==> src/inc/sac_pkg.sv <==
/*
  Shared constants and types of the successive-approximation converter control.
  Assumes an 8-bit register port with byte-wide addresses.
*/
`default_nettype none
package sac_pkg;
  ////////////////////////////////////////////////////////////////////////////
  // Register addresses
  localparam logic [7:0] SAC_ADDR_CFG = 8'haa;
  localparam logic [7:0] SAC_ADDR_CTRL = 8'had;
  localparam logic [7:0] SAC_ADDR_RES_LO = 8'hae;
  localparam logic [7:0] SAC_ADDR_RES_HI = 8'haf;
  localparam logic [7:0] SAC_ADDR_IRQ_STAT = 8'hb0;
  localparam logic [7:0] SAC_ADDR_IRQ_MASK = 8'hb1;
  ////////////////////////////////////////////////////////////////////////////
  // Control register fields
  localparam int SAC_CTRL_POWER_BIT = 7;
  localparam int SAC_CTRL_TRIG_BIT = 6;
  localparam int SAC_CTRL_DONE_BIT = 5;
  localparam int SAC_CTRL_CHAN_MSB = 4;
  // Configuration register fields
  localparam int SAC_CFG_LONG_BIT = 2;
  localparam int SAC_CFG_DIV_MSB = 1;
  // Interrupt status and mask fields
  localparam int SAC_IRQ_DONE_BIT = 0;
  localparam int SAC_IRQ_REJ_BIT = 1;
  localparam int SAC_IRQ_W = 2;
  ////////////////////////////////////////////////////////////////////////////
  // Channel codes
  localparam logic [4:0] SAC_CHAN_LAST_EXT = 5'h0f;
  localparam logic [4:0] SAC_CHAN_QUARTER = 5'h1f;
  localparam int SAC_EXT_CHANS = 16;
  // Divider settings and ratios
  localparam logic [1:0] SAC_DIV_SEL_12 = 2'h1;
  localparam logic [1:0] SAC_DIV_SEL_6 = 2'h2;
  localparam logic [3:0] SAC_DIV_RATIO_12 = 4'hc;
  localparam logic [3:0] SAC_DIV_RATIO_6 = 4'h6;
  // Converter clock counts of one conversion
  localparam logic [5:0] SAC_SAMPLE_SHORT = 6'h06;
  localparam logic [5:0] SAC_SAMPLE_LONG = 6'h24;
  localparam logic [5:0] SAC_CONV_CLKS = 6'h0e;
  localparam int SAC_RES_W = 12;
  localparam logic [5:0] SAC_DECISIONS = 6'h0c;
  // Result split over the two result registers
  localparam int SAC_RES_HI_LSB = 4;
  localparam int SAC_RES_LO_MSB = 3;
  localparam logic [3:0] SAC_RES_LO_PAD = 4'h0;
  ////////////////////////////////////////////////////////////////////////////
  // Sequencer states, Gray coded along idle-sample-convert-finish
  typedef enum logic [1:0] {
    SAC_ST_IDLE = 2'h0,
    SAC_ST_SAMPLE = 2'h1,
    SAC_ST_CONVERT = 2'h3,
    SAC_ST_FINISH = 2'h2
  } sac_state_t;
  // Control register image
  typedef struct packed {
    logic power_on;
    logic trigger;
    logic done;
    logic [4:0] chan;
  } sac_ctrl_t;
  // Register port request
  typedef struct packed {
    logic [7:0] addr;
    logic [7:0] wdata;
    logic wr;
    logic rd;
  } sac_req_t;
endpackage : sac_pkg
`default_nettype wire

==> src/sac_clk_div.sv <==
/*
  Converter clock divider: turns the fast RC clock into a one-cycle tick.
  Assumes ref_clk is the fast RC clock and sel is steady during a conversion.
*/
`timescale 1ns/1ps
`default_nettype none
module sac_clk_div
  import sac_pkg::*;
(
  input wire logic ref_clk,
  input wire logic reset,
  input wire logic run,
  input wire logic [1:0] sel,
  output logic tick,
  output logic sel_ok
);
  logic [3:0] cnt_q;
  logic [3:0] cnt_d;
  logic [3:0] ratio;
  logic wrap;

  // Only two settings are defined; the others give no tick at all
  assign sel_ok = (sel == SAC_DIV_SEL_12) || (sel == SAC_DIV_SEL_6);
  assign ratio = (sel == SAC_DIV_SEL_12) ? SAC_DIV_RATIO_12 : SAC_DIV_RATIO_6;
  assign wrap = cnt_q == ratio - 4'h1;
  assign tick = run && sel_ok && wrap;
  assign cnt_d = (!run || wrap) ? 4'h0 : cnt_q + 4'h1;

  // Held at zero while idle so every conversion starts on a full period
  always_ff @(posedge ref_clk) begin
    if (reset) cnt_q <= 4'h0;
    else cnt_q <= cnt_d;
  end
endmodule : sac_clk_div
`default_nettype wire

==> src/sac_sar_core.sv <==
/*
  Successive-approximation register: one bit decided per step, MSB first.
  Assumes keep reflects the comparator for the code now on trial.
*/
`timescale 1ns/1ps
`default_nettype none
module sac_sar_core
  import sac_pkg::*;
(
  input wire logic ref_clk,
  input wire logic reset,
  input wire logic start,
  input wire logic step,
  input wire logic keep,
  output logic [SAC_RES_W-1:0] trial
);
  logic [SAC_RES_W-1:0] bit_q;
  logic [SAC_RES_W-1:0] trial_q;
  logic [SAC_RES_W-1:0] trial_d;

  // Drop the bit on trial if the input is below, then try the next one
  assign trial_d = (keep ? trial_q : (trial_q & ~bit_q)) | (bit_q >> 1);
  assign trial = trial_q;

  // After the last step bit_q is empty and trial_q holds the result
  always_ff @(posedge ref_clk) begin
    if (reset) begin
      bit_q <= '0;
      trial_q <= '0;
    end else if (start) begin
      bit_q <= {1'b1, {(SAC_RES_W-1){1'b0}}};
      trial_q <= {1'b1, {(SAC_RES_W-1){1'b0}}};
    end else if (step && (bit_q != '0)) begin
      bit_q <= bit_q >> 1;
      trial_q <= trial_d;
    end
  end
endmodule : sac_sar_core
`default_nettype wire

==> src/sac_control.sv <==
/*
  Control logic of a 12-bit successive-approximation converter: registers,
  sampling and conversion sequencer, channel routing and interrupt.
  Assumes ref_clk is the fast RC clock, comp_above comes from the analog
  comparator, and the analog mux, sample switch and DAC sit outside.
*/
// Behaviour
// - Control bit 7 switches converter power off when 0 and on when 1.
// - Writing 1 to control bit 6 with bit 7 set starts one conversion if idle with a valid divider; writing 0 does nothing.
// - A start trigger clears the completion flag in control bit 5.
// - The end of a conversion sets the completion flag.
// - Selector codes 0 to 15 route external input n to the converter.
// - Selector code 31 routes the quarter-supply internal channel.
// - The result is 12 bits by successive approximation over 16+1 channels.
// - A conversion is 6 or 36 sampling clocks then 14 conversion clocks.
// - Divider setting 01 divides by 12, 10 by 6, the others are reserved.
// - Result bits 11:4 read in the high register, 3:0 in the low upper nibble.
`timescale 1ns/1ps
`default_nettype none
module sac_control
  import sac_pkg::*;
(
  input wire logic ref_clk,
  input wire logic reset,
  input wire logic [7:0] reg_addr,
  input wire logic [7:0] reg_wdata,
  input wire logic reg_wr,
  input wire logic reg_rd,
  output logic [7:0] reg_rdata,
  output logic irq,
  output logic converter_power_on,
  output logic [SAC_EXT_CHANS-1:0] analog_input_select,
  output logic quarter_supply_select,
  output logic sample_hold,
  output logic [SAC_RES_W-1:0] trial_code,
  input wire logic comp_above
);

  ////////////////////////////////////////////////////////////////////////////
  // Declarations
  sac_req_t req;
  sac_ctrl_t ctrl_q;
  sac_ctrl_t ctrl_rd;
  sac_state_t state_q;
  sac_state_t state_d;
  logic power_q;
  logic done_q;
  logic done_d;
  logic [4:0] chan_q;
  logic long_q;
  logic [1:0] div_q;
  logic [SAC_RES_W-1:0] result_q;
  logic [SAC_IRQ_W-1:0] stat_q;
  logic [SAC_IRQ_W-1:0] stat_d;
  logic [SAC_IRQ_W-1:0] mask_q;
  logic [SAC_IRQ_W-1:0] evt;
  logic [7:0] rdata_q;
  logic [7:0] rdata_d;
  logic [5:0] cnt_q;
  logic [5:0] cnt_d;
  logic comp_meta_q;
  logic comp_sync_q;
  logic wr_ctrl;
  logic wr_cfg;
  logic wr_stat;
  logic wr_mask;
  logic trig_wr;
  logic trig_ok;
  logic busy;
  logic tick;
  logic div_ok;
  logic [5:0] sample_len;
  logic last_sample;
  logic last_conv;
  logic finish;
  logic sar_step;
  logic [SAC_RES_W-1:0] sar_trial;

  // Decoded address match, shared by the four write decodes
  function automatic logic hit(input logic [7:0] a, input logic [7:0] reg_a);
    hit = a == reg_a;
  endfunction : hit

  // Phase counter arithmetic, shared by both phases
  function automatic logic [5:0] cnt_next(input logic [5:0] v);
    cnt_next = v + 6'h01;
  endfunction : cnt_next

  function automatic logic cnt_at_end(input logic [5:0] v, input logic [5:0] len);
    cnt_at_end = v == len - 6'h01;
  endfunction : cnt_at_end

  ////////////////////////////////////////////////////////////////////////////
  // Register port decode
  assign req = '{addr: reg_addr, wdata: reg_wdata, wr: reg_wr, rd: reg_rd};
  assign wr_ctrl = req.wr && hit(req.addr, SAC_ADDR_CTRL);
  assign wr_cfg = req.wr && hit(req.addr, SAC_ADDR_CFG);
  assign wr_stat = req.wr && hit(req.addr, SAC_ADDR_IRQ_STAT);
  assign wr_mask = req.wr && hit(req.addr, SAC_ADDR_IRQ_MASK);

  // Start request; power may be switched on in the same write
  assign trig_wr = wr_ctrl && req.wdata[SAC_CTRL_TRIG_BIT];
  assign trig_ok = trig_wr && req.wdata[SAC_CTRL_POWER_BIT] && !busy && div_ok;
  assign busy = state_q != SAC_ST_IDLE;

  ////////////////////////////////////////////////////////////////////////////
  // Control register
  // Writing 0 to the flag leaves the status bit alone; each is cleared apart
  // Software may write the flag; the end of conversion wins over any clear
  assign done_d = finish ? 1'b1 :
                  trig_wr ? 1'b0 :
                  wr_ctrl ? req.wdata[SAC_CTRL_DONE_BIT] : done_q;

  always_ff @(posedge ref_clk) begin
    if (reset) begin
      power_q <= 1'b0;
      done_q <= 1'b0;
      chan_q <= 5'h00;
    end else begin
      done_q <= done_d;
      if (wr_ctrl) begin
        power_q <= req.wdata[SAC_CTRL_POWER_BIT];
        chan_q <= req.wdata[SAC_CTRL_CHAN_MSB:0];
      end
    end
  end

  // The trigger is not stored, so it reads as zero
  assign ctrl_q = '{power_on: power_q, trigger: 1'b0, done: done_q, chan: chan_q};
  assign converter_power_on = power_q;

  ////////////////////////////////////////////////////////////////////////////
  // Configuration register: sample length and divider
  // Changing it mid-conversion alters the running conversion; software waits
  // Reserved divider codes are stored as written so software reads them back
  always_ff @(posedge ref_clk) begin
    if (reset) begin
      long_q <= 1'b0;
      div_q <= 2'h0;
    end else if (wr_cfg) begin
      long_q <= req.wdata[SAC_CFG_LONG_BIT];
      div_q <= req.wdata[SAC_CFG_DIV_MSB:0];
    end
  end

  ////////////////////////////////////////////////////////////////////////////
  // Converter clock
  // Runs only while busy; an idle converter costs no divider toggling
  sac_clk_div u_div (
    .ref_clk(ref_clk),
    .reset(reset),
    .run(busy),
    .sel(div_q),
    .tick(tick),
    .sel_ok(div_ok)
  );

  ////////////////////////////////////////////////////////////////////////////
  // Comparator synchroniser; the analog side is not on ref_clk
  // Two flops cost two cycles, far below one converter clock period
  always_ff @(posedge ref_clk) begin
    if (reset) begin
      comp_meta_q <= 1'b0;
      comp_sync_q <= 1'b0;
    end else begin
      comp_meta_q <= comp_above;
      comp_sync_q <= comp_meta_q;
    end
  end

  ////////////////////////////////////////////////////////////////////////////
  // Sequencer: counts converter clocks of the sample and convert phases
  // The counter restarts at each phase change, so one compare serves each phase
  assign sample_len = long_q ? SAC_SAMPLE_LONG : SAC_SAMPLE_SHORT;
  assign last_sample = tick && cnt_at_end(cnt_q, sample_len);
  assign last_conv = tick && cnt_at_end(cnt_q, SAC_CONV_CLKS);
  // The first twelve convert clocks decide bits, the last two settle
  assign sar_step = (state_q == SAC_ST_CONVERT) && tick && (cnt_q < SAC_DECISIONS);
  assign finish = state_q == SAC_ST_FINISH;

  always_comb begin
    state_d = state_q;
    cnt_d = cnt_q;
    case (state_q)
      SAC_ST_IDLE: begin
        cnt_d = 6'h00;
        if (trig_ok) state_d = SAC_ST_SAMPLE;
      end
      SAC_ST_SAMPLE: begin
        if (last_sample) begin
          state_d = SAC_ST_CONVERT;
          cnt_d = 6'h00;
        end else if (tick) begin
          cnt_d = cnt_next(cnt_q);
        end
      end
      SAC_ST_CONVERT: begin
        if (last_conv) begin
          state_d = SAC_ST_FINISH;
          cnt_d = 6'h00;
        end else if (tick) begin
          cnt_d = cnt_next(cnt_q);
        end
      end
      SAC_ST_FINISH: begin
        state_d = SAC_ST_IDLE;
        cnt_d = 6'h00;
      end
      default: begin
        state_d = SAC_ST_IDLE;
        cnt_d = 6'h00;
      end
    endcase
  end

  // Switching power off abandons a conversion with no result; a write that
  // powers up and triggers together must not be held back by the old power bit
  always_ff @(posedge ref_clk) begin
    if (reset || (!power_q && !trig_ok)) begin
      state_q <= SAC_ST_IDLE;
      cnt_q <= 6'h00;
    end else begin
      state_q <= state_d;
      cnt_q <= cnt_d;
    end
  end

  ////////////////////////////////////////////////////////////////////////////
  // Successive approximation
  sac_sar_core u_sar (
    .ref_clk(ref_clk),
    .reset(reset),
    .start(trig_ok),
    .step(sar_step),
    .keep(comp_sync_q),
    .trial(sar_trial)
  );
  assign trial_code = sar_trial;

  // Result is captured only when a conversion completes
  always_ff @(posedge ref_clk) begin
    if (reset) result_q <= '0;
    else if (finish) result_q <= sar_trial;
  end

  ////////////////////////////////////////////////////////////////////////////
  // Analog routing; reserved codes connect nothing
  // Routing follows the selector even when idle, so the input settles early
  assign analog_input_select = (power_q && (chan_q <= SAC_CHAN_LAST_EXT)) ?
      (SAC_EXT_CHANS'(1) << chan_q[3:0]) : '0;
  assign quarter_supply_select = power_q && (chan_q == SAC_CHAN_QUARTER);
  assign sample_hold = state_q == SAC_ST_SAMPLE;

  ////////////////////////////////////////////////////////////////////////////
  // Interrupt status: sticky, write one to clear, new event wins
  assign evt[SAC_IRQ_DONE_BIT] = finish;
  // A trigger that cannot start is flagged so software knows it was lost
  assign evt[SAC_IRQ_REJ_BIT] = trig_wr && !trig_ok;
  assign stat_d = evt | (stat_q & ~(wr_stat ? req.wdata[SAC_IRQ_W-1:0] : '0));

  always_ff @(posedge ref_clk) begin
    if (reset) begin
      stat_q <= '0;
      mask_q <= '0;
    end else begin
      stat_q <= stat_d;
      if (wr_mask) mask_q <= req.wdata[SAC_IRQ_W-1:0];
    end
  end

  // Level output, high while any unmasked event is pending
  assign irq = |(stat_q & mask_q);

  ////////////////////////////////////////////////////////////////////////////
  // Read data, registered one cycle after the strobe
  // Result registers have no write decode, so writes to them are dropped
  always_comb begin
    rdata_d = 8'h00;
    ctrl_rd = ctrl_q;
    case (req.addr)
      SAC_ADDR_CTRL: rdata_d = ctrl_rd;
      SAC_ADDR_CFG: rdata_d = {5'h00, long_q, div_q};
      SAC_ADDR_RES_HI: rdata_d = result_q[SAC_RES_W-1:SAC_RES_HI_LSB];
      SAC_ADDR_RES_LO: rdata_d = {result_q[SAC_RES_LO_MSB:0], SAC_RES_LO_PAD};
      SAC_ADDR_IRQ_STAT: rdata_d = {6'h00, stat_q};
      SAC_ADDR_IRQ_MASK: rdata_d = {6'h00, mask_q};
      default: rdata_d = 8'h00;
    endcase
  end

  always_ff @(posedge ref_clk) begin
    if (reset) rdata_q <= 8'h00;
    else if (req.rd) rdata_q <= rdata_d;
    else rdata_q <= 8'h00;
  end
  assign reg_rdata = rdata_q;

endmodule : sac_control
`default_nettype wire

==> config.mk <==
export PLATFORM = sky130hd
export DESIGN_NAME = sac_control
export DESIGN_NICKNAME = d
export VERILOG_FILES = /design/src/inc/sac_pkg.sv /design/src/sac_clk_div.sv /design/src/sac_sar_core.sv /design/src/sac_control.sv
export SDC_FILE = /design/constraint.sdc
export NUM_CORES = 1
export LEC_CHECK = 0
export BUFFER_PORTS_ARGS = -buffer_cell sky130_fd_sc_hd__buf_2
export CAP_MARGIN = 20
export CORE_UTILIZATION = 50
export CTS_CLUSTER_SIZE = 40
export DETAILED_ROUTE_END_ITERATION = 8
export GPL_ROUTABILITY_DRIVEN = 1
export HOLD_SLACK_MARGIN = 0.15
export PLACE_DENSITY_LB_ADDON = 0.15
export SLEW_MARGIN = 20
export SYNTH_ARGS = -nofsm -noshare
export SYNTH_HDL_FRONTEND = slang
export SYNTH_SLANG_ARGS = --single-unit
==> constraint.sdc <==
create_clock -name ref_clk -period 3 [get_ports ref_clk]
set_input_delay 0.15 -clock ref_clk [delete_from_list [all_inputs] [get_ports ref_clk]]
set_output_delay 0.15 -clock ref_clk [all_outputs]
set_load 0.03 [all_outputs]
==> results.yml <==
grt:
  antenna_found_initial: 0
  grt_use_total_pct: 23.97
  first_global_vias: 2812
  grt_max_degree: 37
  grt_pass1_wl_um: 13230
  overflow: 0
worst_setup_path:
  critPathKind: "flop to flop"
  cp-start-kind: "flop"
  cp.arrival_ns: 2.65
  crit_required_ns: 3.27
  crit_fanout: 8
  end_kind: "flop"
clocking:
  cts_buffer_depth: 2
  cts_setup_buffers: 0
  root_buffer: "clkbuf_8"
  cts_tree: "built"
  holdBufCountCts: 12
  cts.clk_slew.worst_paths_ns: 0.07
  htreeDepth: 3
  clock_latency_ns: 0.35
  cts_buffers: 9
  ctsResizeCount: 0
  clock_sinks: 72
timing:
  relSlewSlack_pct: 39.80
  timing_hold_violations_final: 0
  setup_viol: 0
  period_minus_slack_ns: 2.376
  rsz0062_at_grt: "false"
  tightest_slew_ns: 0.8908
  clock_skew_ns: 0.006555
  timing.final.crit_share_pct: 79.22
  fin_hold_ws_ns: 0.2119
  slew_viol_final: 0
  max_freq_mhz: 420.8
  fin_tns_setup_ns: 0
synth:
  synth_seq_cells: 72
  yosysSeqAreaShare_pct: 43.87
  postSynth.asyncResetShare_pct: 0
  synth_area_um2: 3286
  yosysWarnings: 0
  synthTopCellsByCount: "72 x dfxtp_1, 68 x nand2_1, 50 x a21oi_1, 32 x nor2_1, 19 x nand2b_1"
  synthFlopType: "dfxtp_1"
  yosysMostFrequentCell: "dfxtp_1"
  synthDominantCellAreaShare_pct: 43.87
  synthTopCellsByArea: "dfxtp_1 44%, nand2_1 7.8%, a21oi_1 7.6%"
  syn_nets: 421
  synthSimpleGateAreaFrac_pct: 28.29
  syn-instance-count: 396
  synth_compound_area_share_pct: 18.16
  yosysUniqueCellTypes: 59
  synth_top_family_by_area: "simple AND/OR/NAND/NOR gates"
  synthMuxAreaShare_pct: 3.199
  yosys.area.top_type: "dfxtp_1"
  synth_xor_area_share_pct: 1.333
  synth_edf_count: 0
  synth_fa_ha_area_share_pct: 1.523
  syn_avg_cell_area_um2: 8.297
detailed_routing:
  routed_wl_um: 7850
  drc: 0
  drt-pass1-iter-count: 5
  wl_per_cell_um: 14.51
  top_layer: "met4"
  postRouteAntennaNets: 0
  drt_iter0_drc: 117
  viasPerCell: 5.549
  vias: 3002
  drt-met1-wl_um: 3706
  met3WireLength_um: 331
  met2WireLength_um: 3670
job:
  maxCapViolations: 0
layout:
  fin_nets: 484
  drive_above_1_share_pct: 20.69
  antenna_cells: 0
  fin_area_um2: 3936
  area_growth_syn_to_layout_pct: 19.80
placement:
  portBuffers: 60
  gp_congestion: 0.8451
  dpl_cell_area_um2: 3605
  hpwl_um: 5575
floorplanning:
  pin_count: 61
  dieArea_um2: 6900
  placementRows: 29
  die_w_um: 83.07
  core_um2: 6350
  die_y_um: 83.07
  start_util_pct: 51.74
power_and_ir_drop:
  cellPowerDensity_nw_per_um2: 468.4
  p_leak_nw: 1.480
  peakVddDrop_mv: 0.3418
worst_hold_path:
  hp-class: "primary input to flop"
status:
  status: "finished, final reports clean"
[path summary, 6_finish.rpt]
check,startpoint,endpoint,slack (ns),cells past startpoint
hold reg to reg,comp_meta_q,comp_sync_q,0.44,1
setup reg to reg,div_q[1],cnt_q[5],0.62,6
setup / recovery,div_q[1],cnt_q[5],0.62,6
hold / removal,reg_addr[1],reg_rdata[3],0.21,3
[area by class of cell]
type | count | area [um2]
clock inverter | 6 | 83.83
clock buffer | 10 | 127.6
inverter | 7 | 26.28
timing repair buffer | 74 | 435.4
tap | 77 | 96.34
sequential | 72 | 1441
multi-input combinational | 295 | 1725
fill | 611 | 2414
[logic make-up (layout without fill, tap and decap cells)]
group / count (synthesis) / count (layout)
and+or+nand+nor: 181 / 181
AOI/OAI and AO/OA: 95 / 95
DFF: 72 / 72
buffers and inverters: 29 / 97
muxes: 10 / 10
xor gates and xnor gates: 5 / 5
adders and majority gates: 4 / 4
[flip-flops by register name (all words and copies together), names as in the netlist]
signal,cells
mask_q,2
result_q,12
chan_q,5
u_sar.bit_q,12
comp_sync_q,1
converter_power_on,1
u_sar.trial,12
comp_meta_q,1
state_q,2
long_q,1
stat_q,2
reg_rdata,8
done_q,1
cnt_q,6
u_div.cnt_q,4
div_q,2
[per-stage QoR]
stage          power, W  utilization (%)  instances  setup WS (ns)
6_report       0.001844            61.99        541         0.6235
5_1_grt        0.001911            61.99        541         0.5135
4_1_cts        0.001865            61.99        541         0.6280
3_5_place_dp   0.001034            56.77        513         0.6476
3_3_place_gp   0.001033            56.77        513         0.6711
2_1_floorplan  0.001011                -        396         0.6752
[critical path: stages (launching register included)]
cell and delay (ns):
dfxtp_1 0.35, inv_1 0.05, ha_1 0.20, or4b_4 0.61, a211o_4 0.40, or4_4 0.48
a211oi_2 0.21
[metal layers]
layer  vias up  track usage, %
met5         -               0
met4         0           9.561
met3        10           6.660
met2        78           38.52
met1      1397           30.45
li1       1517               -
[cell usage in the layout, fill, tap and decap left out, drive strengths merged, types with 6 or more instances in the layout]
| cell type | instances |
|---|---|
| nor2b | 8 |
| nand3 | 9 |
| nor3 | 11 |
| clkbuf | 10 |
| dlygate4sd3 | 12 |
| nand2 | 68 |
| dfxtp | 72 |
| mux2i | 6 |
| o21ai | 16 |
| a211oi | 6 |
| nand2b | 19 |
| nor2 | 32 |
| inv | 7 |
| a21oi | 50 |
| buf | 62 |
[power by group]
| group | total (W) | internal (W) | switching, W | leakage (nW) |
|---|---|---|---|---|
| Clock | 0.000819 | 0.000465 | 0.000354 | 0.110 |
| Combinational | 0.0000656 | 0.0000306 | 0.0000350 | 0.790 |
| Sequential | 0.000958 | 0.000956 | 0.00000205 | 0.580 |
| Total | 0.00184 | 0.00145 | 0.000391 | 1.48 |
(Power assumes the default switching activity.)
